### src/hw/rx_pkg.sv
// Purpose: shared constants for the receive filter and FIFO read block
// Assumes: 16-bit SPI words, command byte shifted first, MSB first
// Notes: filter command byte and slicer levels are local picks
package rx_pkg;
    // Command bytes in the upper half of the SPI word
    localparam logic [7:0] CMD_FIFO_READ = 8'hB0;
    localparam logic [7:0] CMD_FILTER_CFG = 8'hC2;
    // Power-on values
    localparam logic [15:0] FIFO_READ_RESET = 16'hB000;
    localparam logic [7:0] FILTER_CFG_RESET = 8'h2C;
    // Field layout of the filter word low byte
    localparam int QT_LSB = 0;
    localparam int QT_W = 3;
    localparam int RSV3_BIT = 3;
    localparam int FILTER_KIND_BIT = 4;
    localparam int RSV5_BIT = 5;
    localparam logic [7:0] FILTER_RSV_MASK = 8'h28;
    localparam logic FILTER_KIND_ANALOG = 1'b1;
    // SPI framing
    localparam int CMD_BITS = 8;
    localparam logic [4:0] WORD_BITS = 5'h10;
    localparam logic [4:0] LAST_CMD_BIT = 5'h07;
    localparam logic [4:0] DATA_START = 5'h08;
    // Digital RC model and slicer
    localparam int FILT_SHIFT = 3;
    localparam logic [7:0] SLICE_HI = 8'hA0;
    localparam logic [7:0] SLICE_LO = 8'h60;
    // Queue shape
    localparam int BYTE_W = 8;
    localparam int FIFO_DEPTH = 32;
endpackage

### src/hw/byte_fifo.sv
// Purpose: synchronous FIFO with valid/ready on both sides
// Assumes: DEPTH is a power of two
// Notes: count output lets the owner judge fill level
`timescale 1ns/1ps
module byte_fifo #(
    parameter int W = 8,
    parameter int DEPTH = 32
) (
    // Clock and reset
    input wire logic clk,
    input wire logic rst_n,
    // Fill side
    input wire logic in_valid,
    output logic in_ready,
    input wire logic [W-1:0] in_data,
    // Drain side
    output logic out_valid,
    input wire logic out_ready,
    output logic [W-1:0] out_data,
    // Level
    output logic [$clog2(DEPTH+1)-1:0] count
);
    localparam int AW = $clog2(DEPTH);
    localparam int CW = $clog2(DEPTH+1);
    logic [W-1:0] mem [DEPTH];
    logic [AW-1:0] wr_ptr_ff;
    logic [AW-1:0] rd_ptr_ff;
    logic [CW-1:0] count_ff;
    wire push = in_valid & in_ready;
    wire pop = out_valid & out_ready;

    // Honest flags from the level counter
    assign in_ready = (count_ff != CW'(DEPTH));
    assign out_valid = (count_ff != '0);
    assign out_data = mem[rd_ptr_ff];
    assign count = count_ff;

    // Storage has no reset, which keeps it plain RAM
    always_ff @(posedge clk) begin
        if (push) begin
            mem[wr_ptr_ff] <= in_data;
        end
    end

    // Pointers and level
    always_ff @(posedge clk or negedge rst_n) begin
        if (!rst_n) begin
            wr_ptr_ff <= '0;
            rd_ptr_ff <= '0;
            count_ff <= '0;
        end else begin
            if (push) wr_ptr_ff <= AW'(wr_ptr_ff + 1'b1);
            if (pop) rd_ptr_ff <= AW'(rd_ptr_ff + 1'b1);
            if (push && !pop) count_ff <= CW'(count_ff + 1'b1);
            else if (pop && !push) count_ff <= CW'(count_ff - 1'b1);
        end
    end
endmodule

### src/hw/rx_filter_spi.sv
// Purpose: receive filter config and FIFO read over SPI command words
// Assumes: SPI mode 0, sck half period of at least four ref_clk cycles
// Notes: demodulator pins except fill_level_count are asynchronous and pass two flops
// How it works
// - Filter word bits 2..0 hold the quality threshold gating valid data.
// - Digital mode models an RC low-pass, sliced by a hysteresis comparator.
// - Command byte 10110000 in the upper half selects FIFO read.
// - FIFO read returns the oldest stored byte in the low eight bits.
// - Interrupt raised once stored bits reach a nonzero programmed fill count.
`timescale 1ns/1ps
module rx_filter_spi (
    // Clock and reset
    input wire logic ref_clk,
    input wire logic rst_n,
    // SPI slave pins
    input wire logic spi_sck,
    input wire logic spi_sdi,
    input wire logic spi_cs_n,
    output logic spi_sdo,
    output logic spi_sdo_oe,
    // Demodulator side
    input wire logic rx_clk,
    input wire logic rx_data,
    input wire logic [2:0] quality_level,
    input wire logic rx_queue_enable,
    input wire logic [3:0] fill_level_count,
    // Status and config view
    output logic fifo_irq,
    output logic rx_overflow,
    output logic sliced_data,
    output logic [2:0] quality_threshold,
    output logic filter_kind_select
);
    localparam int CW = $clog2(rx_pkg::FIFO_DEPTH+1);
    logic [8:0] sync1_ff, sync2_ff;
    logic sck_d_ff, cs_d_ff, rxclk_d_ff;
    logic [4:0] bit_cnt_ff;
    logic [15:0] shift_in_ff;
    logic [7:0] tx_ff;
    logic cmd_read_ff, had_data_ff, sdo_ff, sdo_oe_ff;
    logic [7:0] cfg_ff;
    logic [7:0] filt_ff;
    logic slice_ff;
    logic [7:0] asm_ff, hold_ff;
    logic [2:0] asm_cnt_ff;
    logic hold_valid_ff, overflow_ff, irq_ff;
    logic fifo_in_ready, fifo_out_valid;
    logic [7:0] fifo_out_data;
    logic [CW-1:0] fifo_count;
    // Two-flop synchronisers, then edge history from the second stage
    always_ff @(posedge ref_clk or negedge rst_n) begin
        if (!rst_n) begin
            sync1_ff <= 9'h040;
            sync2_ff <= 9'h040;
            // Idle pin levels, so no false edge follows reset
            sck_d_ff <= 1'b0;
            cs_d_ff <= 1'b1;
            rxclk_d_ff <= 1'b0;
        end else begin
            sync1_ff <= {spi_sck, spi_sdi, spi_cs_n, rx_clk, rx_data,
                         rx_queue_enable, quality_level};
            sync2_ff <= sync1_ff;
            sck_d_ff <= sync2_ff[8];
            cs_d_ff <= sync2_ff[6];
            rxclk_d_ff <= sync2_ff[5];
        end
    end

    // Clean copies and edge strobes, all from the second stage
    wire s_sck = sync2_ff[8];
    wire s_sdi = sync2_ff[7];
    wire s_cs_n = sync2_ff[6];
    wire s_rxclk = sync2_ff[5];
    wire s_rxdata = sync2_ff[4];
    wire s_en = sync2_ff[3];
    wire [2:0] s_quality = sync2_ff[2:0];
    wire cs_active = ~s_cs_n;
    wire sck_rise = s_sck & ~sck_d_ff & cs_active;
    wire sck_fall = ~s_sck & sck_d_ff & cs_active;
    wire cs_rise = s_cs_n & ~cs_d_ff;
    wire rx_rise = s_rxclk & ~rxclk_d_ff;

    wire [7:0] cmd_now = {shift_in_ff[6:0], s_sdi};
    wire cmd_done = sck_rise & (bit_cnt_ff == rx_pkg::LAST_CMD_BIT);
    wire is_read = (cmd_now == rx_pkg::CMD_FIFO_READ);
    // only a full sixteen-bit frame counts
    wire word_done = cs_rise & (bit_cnt_ff == rx_pkg::WORD_BITS);
    wire [7:0] word_cmd = shift_in_ff[15:rx_pkg::CMD_BITS];
    wire cfg_write = word_done & (word_cmd == rx_pkg::CMD_FILTER_CFG);
    // pop only after a completed read that found data
    wire pop = word_done & cmd_read_ff & had_data_ff;
    wire push = hold_valid_ff & fifo_in_ready;
    // Receive shifter; count saturates so long frames never match
    always_ff @(posedge ref_clk or negedge rst_n) begin
        if (!rst_n) begin
            bit_cnt_ff <= 5'h00;
            shift_in_ff <= 16'h0000;
        end else if (!cs_active) begin
            bit_cnt_ff <= 5'h00;
        end else if (sck_rise) begin
            shift_in_ff <= {shift_in_ff[14:0], s_sdi};
            if (bit_cnt_ff != 5'h1F) bit_cnt_ff <= 5'(bit_cnt_ff + 1'b1);
        end
    end
    // latch oldest byte for the data half
    always_ff @(posedge ref_clk or negedge rst_n) begin
        if (!rst_n) begin
            cmd_read_ff <= 1'b0;
            had_data_ff <= 1'b0;
            tx_ff <= rx_pkg::FIFO_READ_RESET[7:0];
        end else if (cmd_done) begin
            cmd_read_ff <= is_read;
            had_data_ff <= is_read & fifo_out_valid;
            tx_ff <= (is_read & fifo_out_valid) ? fifo_out_data : 8'h00;
        end else if (sck_fall && bit_cnt_ff >= rx_pkg::DATA_START) begin
            tx_ff <= {tx_ff[6:0], 1'b0};
        end
    end
    // Output bit changes on the falling edge, ahead of host sampling
    always_ff @(posedge ref_clk or negedge rst_n) begin
        if (!rst_n) begin
            sdo_ff <= 1'b0;
            sdo_oe_ff <= 1'b0;
        end else begin
            sdo_oe_ff <= cs_active;
            if (!cs_active) sdo_ff <= 1'b0;
            else if (sck_fall && bit_cnt_ff >= rx_pkg::DATA_START)
                sdo_ff <= tx_ff[7];
        end
    end
    // reserved bits forced to one on every write
    always_ff @(posedge ref_clk or negedge rst_n) begin
        if (!rst_n) begin
            cfg_ff <= rx_pkg::FILTER_CFG_RESET;
        end else if (cfg_write) begin
            cfg_ff <= shift_in_ff[7:0] | rx_pkg::FILTER_RSV_MASK;
        end
    end
    // first-order RC model, step is a fixed fraction of the error
    always_ff @(posedge ref_clk or negedge rst_n) begin
        if (!rst_n) begin
            filt_ff <= 8'h00;
        end else if (s_rxdata) begin
            filt_ff <= 8'(filt_ff + ((8'hFF - filt_ff) >> rx_pkg::FILT_SHIFT));
        end else begin
            filt_ff <= 8'(filt_ff - (filt_ff >> rx_pkg::FILT_SHIFT));
        end
    end
    // hysteresis slicer holds between the two levels
    always_ff @(posedge ref_clk or negedge rst_n) begin
        if (!rst_n) begin
            slice_ff <= 1'b0;
        end else if (filt_ff > rx_pkg::SLICE_HI) begin
            slice_ff <= 1'b1;
        end else if (filt_ff < rx_pkg::SLICE_LO) begin
            slice_ff <= 1'b0;
        end
    end
    // filter kind picks raw analog-filtered pin or slicer
    wire analog_sel = (cfg_ff[rx_pkg::FILTER_KIND_BIT] ==
                       rx_pkg::FILTER_KIND_ANALOG);
    wire chosen_bit = analog_sel ? s_rxdata : slice_ff;
    // threshold gate on the demodulator quality level
    wire [2:0] qt = cfg_ff[rx_pkg::QT_LSB +: rx_pkg::QT_W];
    wire quality_ok = (s_quality >= qt);
    // bits collected only while the queue is enabled
    wire take_bit = rx_rise & s_en & quality_ok;
    wire byte_done = take_bit & (asm_cnt_ff == 3'h7);
    // Byte assembly; disabling the queue drops a partial byte
    always_ff @(posedge ref_clk or negedge rst_n) begin
        if (!rst_n) begin
            asm_ff <= 8'h00;
            asm_cnt_ff <= 3'h0;
        end else if (!s_en) begin
            asm_cnt_ff <= 3'h0;
        end else if (take_bit) begin
            asm_ff <= {asm_ff[6:0], chosen_bit};
            asm_cnt_ff <= 3'(asm_cnt_ff + 1'b1);
        end
    end
    // Holding slot stalls on a full queue; a byte behind it is lost
    always_ff @(posedge ref_clk or negedge rst_n) begin
        if (!rst_n) begin
            hold_ff <= 8'h00;
            hold_valid_ff <= 1'b0;
            overflow_ff <= 1'b0;
        end else begin
            if (byte_done && (!hold_valid_ff || fifo_in_ready)) begin
                hold_ff <= {asm_ff[6:0], chosen_bit};
                hold_valid_ff <= 1'b1;
            end else if (push) begin
                hold_valid_ff <= 1'b0;
            end
            // Set beats the enable-low clear
            if (byte_done && hold_valid_ff && !fifo_in_ready)
                overflow_ff <= 1'b1;
            else if (!s_en)
                overflow_ff <= 1'b0;
        end
    end
    // stored bits against the fill count
    wire [9:0] stored_bits = {1'b0, fifo_count, 3'b000} +
                             {7'h00, asm_cnt_ff};
    wire irq_now = (fill_level_count != 4'h0) &&
                   (stored_bits >= {6'h00, fill_level_count});
    always_ff @(posedge ref_clk or negedge rst_n) begin
        if (!rst_n) irq_ff <= 1'b0;
        else irq_ff <= irq_now;
    end
    // Queue of recovered bytes
    byte_fifo #(.W(rx_pkg::BYTE_W), .DEPTH(rx_pkg::FIFO_DEPTH)) u_fifo (
        .clk(ref_clk),
        .rst_n(rst_n),
        .in_valid(hold_valid_ff),
        .in_ready(fifo_in_ready),
        .in_data(hold_ff),
        .out_valid(fifo_out_valid),
        .out_ready(pop),
        .out_data(fifo_out_data),
        .count(fifo_count)
    );

    // Outputs straight from flops
    assign spi_sdo = sdo_ff;
    assign spi_sdo_oe = sdo_oe_ff;
    assign fifo_irq = irq_ff;
    assign rx_overflow = overflow_ff;
    assign sliced_data = slice_ff;
    assign quality_threshold = cfg_ff[rx_pkg::QT_LSB +: rx_pkg::QT_W];
    assign filter_kind_select = cfg_ff[rx_pkg::FILTER_KIND_BIT];
endmodule

### config.mk
export PLATFORM = sky130hd
export DESIGN_NAME = rx_filter_spi
export DESIGN_NICKNAME = d
export VERILOG_FILES = /design/src/hw/rx_pkg.sv /design/src/hw/byte_fifo.sv /design/src/hw/rx_filter_spi.sv
export SDC_FILE = /design/constraint.sdc
export NUM_CORES = 1
export LEC_CHECK = 0
export ABC_AREA = 1
export BUFFER_PORTS_ARGS = -buffer_cell sky130_fd_sc_hd__buf_4
export CELL_PAD_IN_SITES_DETAIL_PLACEMENT = 1
export CELL_PAD_IN_SITES_GLOBAL_PLACEMENT = 2
export CORE_MARGIN = 1
export CORE_UTILIZATION = 42
export CTS_CLUSTER_DIAMETER = 150
export DETAILED_ROUTE_END_ITERATION = 8
export PLACE_DENSITY = 0.82
export SLEW_MARGIN = 25
export SYNTH_ARGS = -nofsm -noshare
export SYNTH_HDL_FRONTEND = slang
export SYNTH_HIERARCHICAL = 1
export SYNTH_SLANG_ARGS = --single-unit
### constraint.sdc
create_clock -name ref_clk -period 3.4 [get_ports ref_clk]
set_input_delay 0.68 -clock ref_clk [delete_from_list [all_inputs] [get_ports ref_clk]]
set_output_delay 0.68 -clock ref_clk [all_outputs]
set_load 0.05 [all_outputs]
# After elaboration in Yosys (flattened, before gate mapping)
# Memories as Yosys holds them, arrays and structs flattened.
# Cells that the tools add are included.
[classes] addsub=10 order_cmp=5 eq_ne=9 n_mux=22 n_bitwise=22 reduce_logical=24
[ops] operator="8-bit two-way mux" count=4
[ops] operator="1-bit bitwise AND" count=17
[ops] operator="8-bit == test, second input constant" count=2
[ops] operator="5-bit by 1-bit adder with 5-bit output, second input constant" count=3
[ops] operator="5-bit two-way mux" count=3
[ops] operator="2-bit nonzero test" count=7
[ops] operator="6-bit two-way mux" count=2
[ops] operator="1-bit two-way mux" count=11
[ops] operator="9-bit by 3-bit adder with 10-bit output" count=1
[ops] operator="10-bit by 4-bit >= comparator with 1-bit output" count=1
[ops] operator="8-bit by 5-bit adder with 8-bit output" count=1
[ops] operator="8-bit greater-than comparator, second input constant" count=1
[ops] operator="8-bit by 7-bit < comparator with 1-bit output, second input constant" count=1
[ops] operator="8-bit by 5-bit subtractor with 8-bit output" count=1
[ops] operator="8-bit subtractor, first input constant" count=1
[ops] operator="1-bit logical AND" count=7
[ops] operator="6-bit by 1-bit adder with 6-bit output, second input constant" count=1
[ops] operator="3-bit two-way mux" count=2
[ops] operator="6-bit inequality test, second input constant" count=1
[ops] operator="2-bit AND reduction" count=3
[ops] operator="6-bit nonzero test" count=1
[ops] operator="6-bit by 1-bit subtractor with 6-bit output, second input constant" count=1
[ops] operator="5-bit by 3-bit == test with 1-bit output, second input constant" count=1
[ops] operator="5-bit == test, second input constant" count=1
[ops] operator="other kinds (10)" count=18
[word_totals] register_bits=104 mem_bits_rw=256 inputBits=15 output_inout_bits=9 word_cells=117 memories=1
[mem_list] name="u_fifo.mem" words=32 width=8 rd=1 rd_ports_with_merged_regs=0 wr=1 line="byte_fifo.sv:25" rtl="logic [W-1:0] mem [DEPTH];"

# Depth between registers and ports, before layout
# Gate-level depths: netlist of run 1.
[depth] depth_word=9 depth_mapped=18 mapped_depth_nobuf=18

# By module
# The synthesis of run 1 kept the hierarchy.
[by_module_without_submodules] mod="byte_fifo" n_inst=1 cells_per_inst=1144 area_each_um2=11928.9 seq_area_each_um2=8087.8
[by_module_without_submodules] mod="rx_filter_spi" n_inst=1 cells_per_inst=427 area_each_um2=3917.5 seq_area_each_um2=2207.1

# Worst setup path before layout of run 1
# OpenSTA, ideal clock, no wires.
[synth_path] kind="register to register" from="reg bit_cnt_ff[0]" to="reg u_fifo.count_ff[3], in the netlist u_fifo/count[3]" setup_time_ps=126 arrival_time_ps=2244 t_required_ps=3274 slack_ps=1030 stages_incl_launch_ff=16 n_path_buf=0 synth_period_minus_slack_ps=2370 cell_sequence="dfrtp_1 > inv_1 > ha_1 > nand3_1 > nor3_1 > nand2_1 > nor2_1 > nand2_1 > ha_1 > inv_1 > ha_1 > nand3_1 > nand3_1 > or2_2 > nand3_1 > o21ai_0"
[synth_via] elab_chain_cells=8 word_cells_on_any_way=10 classes_between="eq/ne: 1; mux: 1; bitwise: 4; reduce/logical: 4"
[synth_rtl] item="start: declaration" line="rx_filter_spi.sv:37" rtl="logic [4:0] bit_cnt_ff;"
[synth_rtl] item="start signal: assignment" line="rx_filter_spi.sv:102" rtl="if (bit_cnt_ff != 5'h1F) bit_cnt_ff <= 5'(bit_cnt_ff + 1'b1);"
[synth_rtl] item="5-bit == test *" line="rx_filter_spi.sv:87" rtl="wire word_done = cs_rise & (bit_cnt_ff == rx_pkg::WORD_BITS);"
[synth_rtl] item="1-bit bitwise AND *" line="rx_filter_spi.sv:87"
[synth_rtl] item="1-bit bitwise AND * (2 in series)" line="rx_filter_spi.sv:91" rtl="wire pop = word_done & cmd_read_ff & had_data_ff;"
[synth_rtl] item="via pop" line="rx_filter_spi.sv:91"
[synth_rtl] item="1-bit bitwise AND *" line="byte_fifo.sv:30" rtl="wire pop = out_valid & out_ready;"
[synth_rtl] item="1-bit logical NOT" line="byte_fifo.sv:54" rtl="if (push && !pop) count_ff <= CW'(count_ff + 1'b1);"
[synth_rtl] item="1-bit logical AND" line="byte_fifo.sv:54"
[synth_rtl] item="6-bit two-way mux or 2-bit nonzero test (tied branches)"
[synth_rtl] item="end signal: assignment" line="byte_fifo.sv:54"
[synth_rtl] item="end signal: assignment" line="byte_fifo.sv:55" rtl="else if (pop && !push) count_ff <= CW'(count_ff - 1'b1);"
[synth_rtl] item="end: declaration" line="byte_fifo.sv:28" rtl="logic [CW-1:0] count_ff;"
# Mark *: on every way through the listed nets, which the timed path passes. The rest lies on a longest branch.
# A chain may end at the register's enable or synchronous reset.

# Worst setup path after layout of run 1
[layout_path] from="reg sync2_ff[6]" to="reg u_fifo.count_ff[3], in the netlist u_fifo/count[3]"
[layout_via] elab_chain_cells=8 word_cells_on_any_way=10 classes_between="mux: 1; bitwise: 5; reduce/logical: 4"
[layout_rtl] item="start: declaration" line="rx_filter_spi.sv:35" rtl="logic [8:0] sync1_ff, sync2_ff;"
[layout_rtl] item="start signal: assignment" line="rx_filter_spi.sv:62" rtl="sync2_ff <= sync1_ff;"
[layout_rtl] item="1-bit bitwise AND *" line="rx_filter_spi.sv:80" rtl="wire cs_rise = s_cs_n & ~cs_d_ff;"
[layout_rtl] item="1-bit bitwise AND *" line="rx_filter_spi.sv:87"
[layout_rtl] item="1-bit bitwise AND * (2 in series)" line="rx_filter_spi.sv:91"
[layout_rtl] item="via pop" line="rx_filter_spi.sv:91"
[layout_rtl] item="1-bit bitwise AND *" line="byte_fifo.sv:30"
[layout_rtl] item="1-bit logical NOT" line="byte_fifo.sv:54"
[layout_rtl] item="1-bit logical AND" line="byte_fifo.sv:54"
[layout_rtl] item="6-bit two-way mux or 2-bit nonzero test (tied branches)"
# Marked as above.

==> impl_metrics.env, run 1 <==
export IMPL_rows=70
export IMPL_rsz0062_at_grt="no"
export IMPL_tightest_slew_ns=0.847
export IMPL_wirelength_mm=39.3
export IMPL_vias=10900
export IMPL_tns_ns=0
export IMPL_cts_setup_buffers=0
export IMPL_fin_crit_sh_pct=88.3
export IMPL_clock_path_buffers=3
export IMPL_clk_latency_ns=0.54
export IMPL_clock_skew_ns=0.0199
export IMPL_power_density_nw_per_um2=550
export IMPL_status="finished, final reports clean"
export IMPL_clock_sinks=360
export IMPL_synth_largest_area_cell="edfxtp_1"
export IMPL_hold_violations=0
export IMPL_numPortBuffers=23
export IMPL_postRouteAntennaNets=0
export IMPL_cp_data_required_time_ns=3.82
export IMPL_diodes=0
export IMPL_syn_instance_count=1571
export IMPL_place_congestion=0.835
export IMPL_clk_pin_slew_ns=0.06
export IMPL_first_iter_violations=471
export IMPL_whs_ns=0.146
export IMPL_grt_ovfl_total=0
export IMPL_crit_type="flip-flop to flip-flop"
export IMPL_root_buffer="clkbuf_16"
export IMPL_max_cap_viol_count=0
export IMPL_post_cts_resized=0
export IMPL_grt_max_degree=139
export IMPL_worstSetupStartpointType="flip-flop"
export IMPL_end_kind="flip-flop"
export IMPL_core_area_um2=36900
export IMPL_grt_pass1_wl_mm=63.4
export IMPL_dp_hpwl_mm=24.9
export IMPL_ys_types=43
export IMPL_slew_headroom_pct=43.5
export IMPL_cp_data_arrival_time_ns=3.42
export IMPL_grt_total_usage_pct=21.2
export IMPL_p_leak_nw=7.74
export IMPL_hold_path_class="input port to asynchronous set/reset pin"
export IMPL_viasPerCell=5.04
export IMPL_drc=0
export IMPL_layout_nets=1669
export IMPL_htree_num_levels=2
export IMPL_drive_gt1_share_pct=9.75
export IMPL_final_fill_count=4097
export IMPL_num_io_pins=24
export IMPL_setup_viol=0
export IMPL_ys_seq_elements=360
export IMPL_syn_area_um2=15800
export IMPL_die_area_um2=38500
export IMPL_netlist_area_leader_share_pct=48.5
export IMPL_wl_per_cell_um=18.2
export IMPL_crit_fanout=10
export IMPL_ys_seq_area_share_pct=65.0
export IMPL_drt_pass1_iter_count=6
export IMPL_max_freq_mhz=333
export IMPL_cts_tree="built"
export IMPL_die_w_um=196
export IMPL_postCtsHoldBufs=0
export IMPL_peakVddDrop_v=0.000427
export IMPL_syn_area_per_cell_um2=10.1
export IMPL_yosys_warnings=6
export IMPL_slew_viol_final=0
export IMPL_syn_nets=1618
export IMPL_fp_dieH_um=196
export IMPL_initial_core_util_pct=43.0
export IMPL_numCtsBuffers=40
export IMPL_grt_pass1_vias=11500
export IMPL_ys_top_cells_by_area="edfxtp_1 49%, dfrtp_1 16%, nand2_1 12%"
export IMPL_finalCriticalPeriod_ns=3.00
export IMPL_antenna_found_initial=0
export IMPL_areaGrowthSynthToFinish_pct=13.5
[final cells by class]
| class | count | area, um2 | area share, % |
|---|---|---|---|
| flip-flops and latches | 360 | 10300 | 57.3 |
| multi-input cells | 935 | 4470 | 24.9 |
| clock buffers | 51 | 1070 | 5.95 |
| inverters | 218 | 822 | 4.57 |
| well taps | 504 | 631 | 3.51 |
| repair buffers | 67 | 541 | 3.00 |
| clock inverters | 20 | 155 | 0.862 |
[cells in the final DEF, fill, tap and decap left out, drive strengths merged, types with 4 or more instances in the layout]
| cell type | synthesis | final |
|---|---|---|
| dfrtp | 100 | 100 |
| o21ai | 42 | 42 |
| nand3 | 185 | 185 |
| dfstp | 4 | 4 |
| nor2 | 50 | 50 |
| clkbuf | 12 | 51 |
| clkinv | 6 | 24 |
| nand2 | 504 | 504 |
| buf | 46 | 67 |
| inv | 212 | 212 |
| o211ai | 9 | 9 |
| nor3 | 36 | 36 |
| a21oi | 42 | 42 |
| ha | 30 | 30 |
| edfxtp | 256 | 256 |
| xor2 | 11 | 11 |
[kinds of logic (layout without fill, tap and decap cells)]
kind of cell	Yosys count	after routing	synth area share, %
DFF	360	360	65.0
adders and majority gates	32	32	2.62
and+or+nand+nor	784	784	20.8
xor gates and xnor gates	14	14	0.774
AOI/OAI and AO/OA	105	105	3.74
buffers and inverters	276	356	7.11
[metal layers]
metal	track usage (%)	up-vias	routed length, um
li1	-	5243	-
met1	27.5	5426	17600
met2	36.9	133	19500
met3	2.56	64	1130
met4	7.00	0	1120
met5	0	-	0
[metrics by stage]
step	power (mW)	util (%)	area [um2]	setup slack, ns	std cells
6_report	9.90	48.8	18000	0.399	2155
5_1_grt	10.3	48.8	18000	0.231	2155
4_1_cts	10.0	48.8	18000	0.399	2155
3_5_place_dp	5.91	45.5	16800	0.420	2084
3_3_place_gp	5.87	45.3	16700	0.567	2084
2_1_floorplan	5.66	-	15800	1.03	1571
[final timing paths]
check	start	to	slack [ns]	cells after the start
hold reg to reg	sync1_ff[4]	sync2_ff[4]	0.35	0
setup reg to reg	sync2_ff[6]	u_fifo/count[3]	0.40	13
hold / removal	rst_n	u_fifo/wr_ptr_ff[4]	0.15	1
max in group asynchronous	rst_n	u_fifo/rd_ptr_ff[0]	2.46	2
setup / recovery	sync2_ff[6]	u_fifo/count[3]	0.40	13
min in group ref_clk	spi_cs_n	sync1_ff[6]	0.24	1
[state kept, by name, indices dropped and copies added, names as in the netlist, 3 cells and up]
register / count
u_fifo/count: 6
asm_cnt_ff: 3
u_fifo/mem: 256
cfg_ff: 4
asm_ff: 7
filt_ff: 8
shift_in_ff: 16
u_fifo/wr_ptr_ff: 5
sync1_ff: 9
hold_ff: 8
sync2_ff: 9
tx_ff: 8
bit_cnt_ff: 5
u_fifo/rd_ptr_ff: 5
[worst max-delay path: stages (launching register included)]
cell and delay [ns]:
dfstp_2 0.58, inv_4 0.08, nor3_1 0.31, nand2_1 0.09
nor2_1 0.23, nand2_1 0.16, ha_1 0.31, inv_1 0.19
ha_1 0.30, nand3_1 0.09, nand3_1 0.11, or2_2 0.29
nand3_1 0.06, o21ai_0 0.07
[power by group]
group          switching [mW]  internal, mW  leakage, nW
Sequential              0.118          4.82         3.70
Clock                    1.71          2.37        0.608
Combinational           0.552         0.326         3.43
Total                    2.38          7.52         7.74
[synthesized netlist by cell type (all sizes together)]
master and instances:
and3b 1, or2 1, a21oi 42, and2 1
inv 212, fa 2, nand2 504, o21ai 42
nor2 50, dfstp 4, o211ai 9, nor3 36
nand4 3, ha 30, nand3 185, xnor2 3
nand3b 1, clkinv 6, buf 46, nor4 2
edfxtp 256, a211oi 1, o22ai 1, o31ai 3
a31oi 3, a21boi 1, o41ai 1, clkbuf 12
xor2 11, a22o 2, dfrtp 100
(Power assumes the default switching activity.)
==> run 2: changes to the inputs <==
Settings changed: BUFFER_PORTS_ARGS -buffer_cell sky130_fd_sc_hd__buf_4 to -buffer_cell sky130_fd_sc_hd__buf_2.
==> run 2 against run 1 <==
Clock skew down 0.0017 ns. Die area stayed put. Clock power grew 2%. Sequential share of layout area about the same. Global-route usage increased by 0.064 points. Critical path depth increased by 2. Via count up 0.60%. Cell count barely moved. First-iteration DRC count rose by 14%.
==> impl_metrics.env, run 2 (synthesis gave the netlist of run 1 again) <==
export IMPL_drive_gt1_share_pct=9.62
export IMPL_layout_common_cells="501 x nand2_1, 256 x edfxtp_1, 202 x inv_1"
export IMPL_wirelength_met1_mm=17.3
export IMPL_postCtsHoldBufs=0
export IMPL_finalCriticalPeriod_ns=3.02
export IMPL_drc=0
export IMPL_tns_ns=0
export IMPL_dr_wl_met3_mm=1.04
export IMPL_clock_path_buffers=3
export IMPL_wirelength_mm=39.2
export IMPL_areaGrowthSynthToFinish_pct=13.5
export IMPL_cp_data_required_time_ns=3.84
export IMPL_whs_ns=0.150
export IMPL_setup_viol=0
export IMPL_cp_data_arrival_time_ns=3.46
export IMPL_first_iter_violations=539
export IMPL_grt_max_degree=139
export IMPL_die_area_um2=38500
export IMPL_end_kind="flip-flop"
export IMPL_numPortBuffers=23
export IMPL_viasPerCell=5.07
export IMPL_tightest_slew_ns=0.874
export IMPL_largest_reg_flops=256
export IMPL_num_io_pins=24
export IMPL_top_register="u_fifo/mem"
export IMPL_rrSetupSlack_ns=0.38
export IMPL_fp_dieH_um=196
export IMPL_post_cts_resized=0
export IMPL_cp_slowest_stage_delay_ns=0.40
export IMPL_preCtsSetupSlack_ns=0.376
export IMPL_drt_pass1_iter_count=4
export IMPL_worstSetupStartpointType="flip-flop"
export IMPL_clk_pin_slew_ns=0.06
export IMPL_max_cap_viol_count=0
export IMPL_finalPower_mw=10.0
export IMPL_initial_core_util_pct=43.0
export IMPL_clk_latency_ns=0.57
export IMPL_crit_type="flip-flop to flip-flop"
export IMPL_rr_worst_depth=15
export IMPL_htree_num_levels=2
export IMPL_dr_wl_met2_mm=19.8
export IMPL_root_buffer="clkbuf_16"
export IMPL_final_fill_count=4076
export IMPL_numCtsBuffers=41
export IMPL_fin_ws_ns=0.379
export IMPL_place_congestion=0.798
export IMPL_max_freq_mhz=331
export IMPL_rsz0062_at_grt="no"
export IMPL_dp_hpwl_mm=24.8
export IMPL_power_density_nw_per_um2=556
export IMPL_wl_per_cell_um=18.2
export IMPL_slew_headroom_pct=41.8
export IMPL_antenna_found_initial=0
export IMPL_status="finished, final reports clean"
export IMPL_crit_fanout=5
export IMPL_clock_sinks=360
export IMPL_clock_skew_ns=0.0183
export IMPL_peakVddDrop_v=0.000435
export IMPL_diodes=0
export IMPL_die_w_um=196
export IMPL_rows=70
export IMPL_fin_crit_sh_pct=88.9
export IMPL_final_common_cell="nand2_1"
export IMPL_vias=10900
export IMPL_grt_ovfl_total=0
export IMPL_crit_slowest_cell="dfrtp_1"
export IMPL_grt_pass1_wl_mm=62.9
export IMPL_post_route_util_pct=48.8
export IMPL_top_regs="u_fifo/mem: 256 flops, shift_in_ff: 16 flops"
export IMPL_cp_common_cell="nand3_1"
export IMPL_postRouteAntennaNets=0
export IMPL_hold_violations=0
export IMPL_slew_viol_final=0
export IMPL_top_layer_used="met4"
export IMPL_cts_tree="built"
export IMPL_cts_setup_buffers=0
export IMPL_layout_nets=1668
export IMPL_cp_cell_sequence="inv_1, ha_1, nand3_1, nor3_1, nand2_1, nor2_1, nand2_1, ha_1, inv_1, ha_1, nand3_1, nand3_1, or2_2, nand3_1, o21ai_0"
export IMPL_grt_pass1_vias=11600
export IMPL_core_area_um2=36900
export IMPL_p_leak_nw=7.74
export IMPL_grt_total_usage_pct=21.3
export IMPL_hold_path_class="input port to asynchronous set/reset pin"
## run 2: cell count changes in the layout (fill, tap and decap cells not counted), moves of 2 or more
cell       change
clkbuf_16      +2
clkbuf_1       +6
clkinv_2       -3
buf_4         -25
clkbuf_4       -2
buf_2         +22
## run 2: power breakdown
group	switching, mW	internal, mW	leakage [nW]
registers	0.118	4.82	3.70
clock network	1.77	2.43	0.624
logic	0.560	0.318	3.41
## run 2: path summary, 6_finish.rpt
kind,start,endpoint
worst min-delay path,rst_n,sck_d_ff
max in group asynchronous,rst_n,u_fifo/rd_ptr_ff[0]
worst max-delay path,bit_cnt_ff[0],u_fifo/count[3]
min in group ref_clk,spi_cs_n,sync1_ff[6]
worst min register to register,sync1_ff[7],sync2_ff[7]
worst max register to register,bit_cnt_ff[0],u_fifo/count[3]
## run 2: metrics by stage
step | instances | instance area [um2]
6_report | 2157 | 18000
4_1_cts | 2157 | 18000
3_3_place_gp | 2082 | 16700
5_1_grt | 2157 | 18000
2_1_floorplan | 1571 | 15800
3_5_place_dp | 2082 | 16700
## run 2: worst max-delay path: cells and delay by family, from the launching register on
kind,cells,cell delay [ns]
compound gates,1,0.08
simple gates,9,1.39
buf+inv,2,0.29
flops,1,0.40
fa+ha+maj,3,0.73
## run 2: final cells by class
type | count | area (um2) | area share, %
timing repair buffer | 65 | 483 | 2.69
inverter | 218 | 822 | 4.57
clock buffer | 58 | 1140 | 6.34
multi-input combinational | 935 | 4480 | 24.9
tap | 504 | 631 | 3.51
sequential | 360 | 10300 | 57.3
clock inverter | 17 | 134 | 0.744
## run 2: metal layers
layer  vias to the layer above  global-route usage, %
met1                      5492                   27.0
met2                       130                   37.1
met4                         0                   7.75
li1                       5252                      -
met5                         -                      0
met3                        57                   2.89
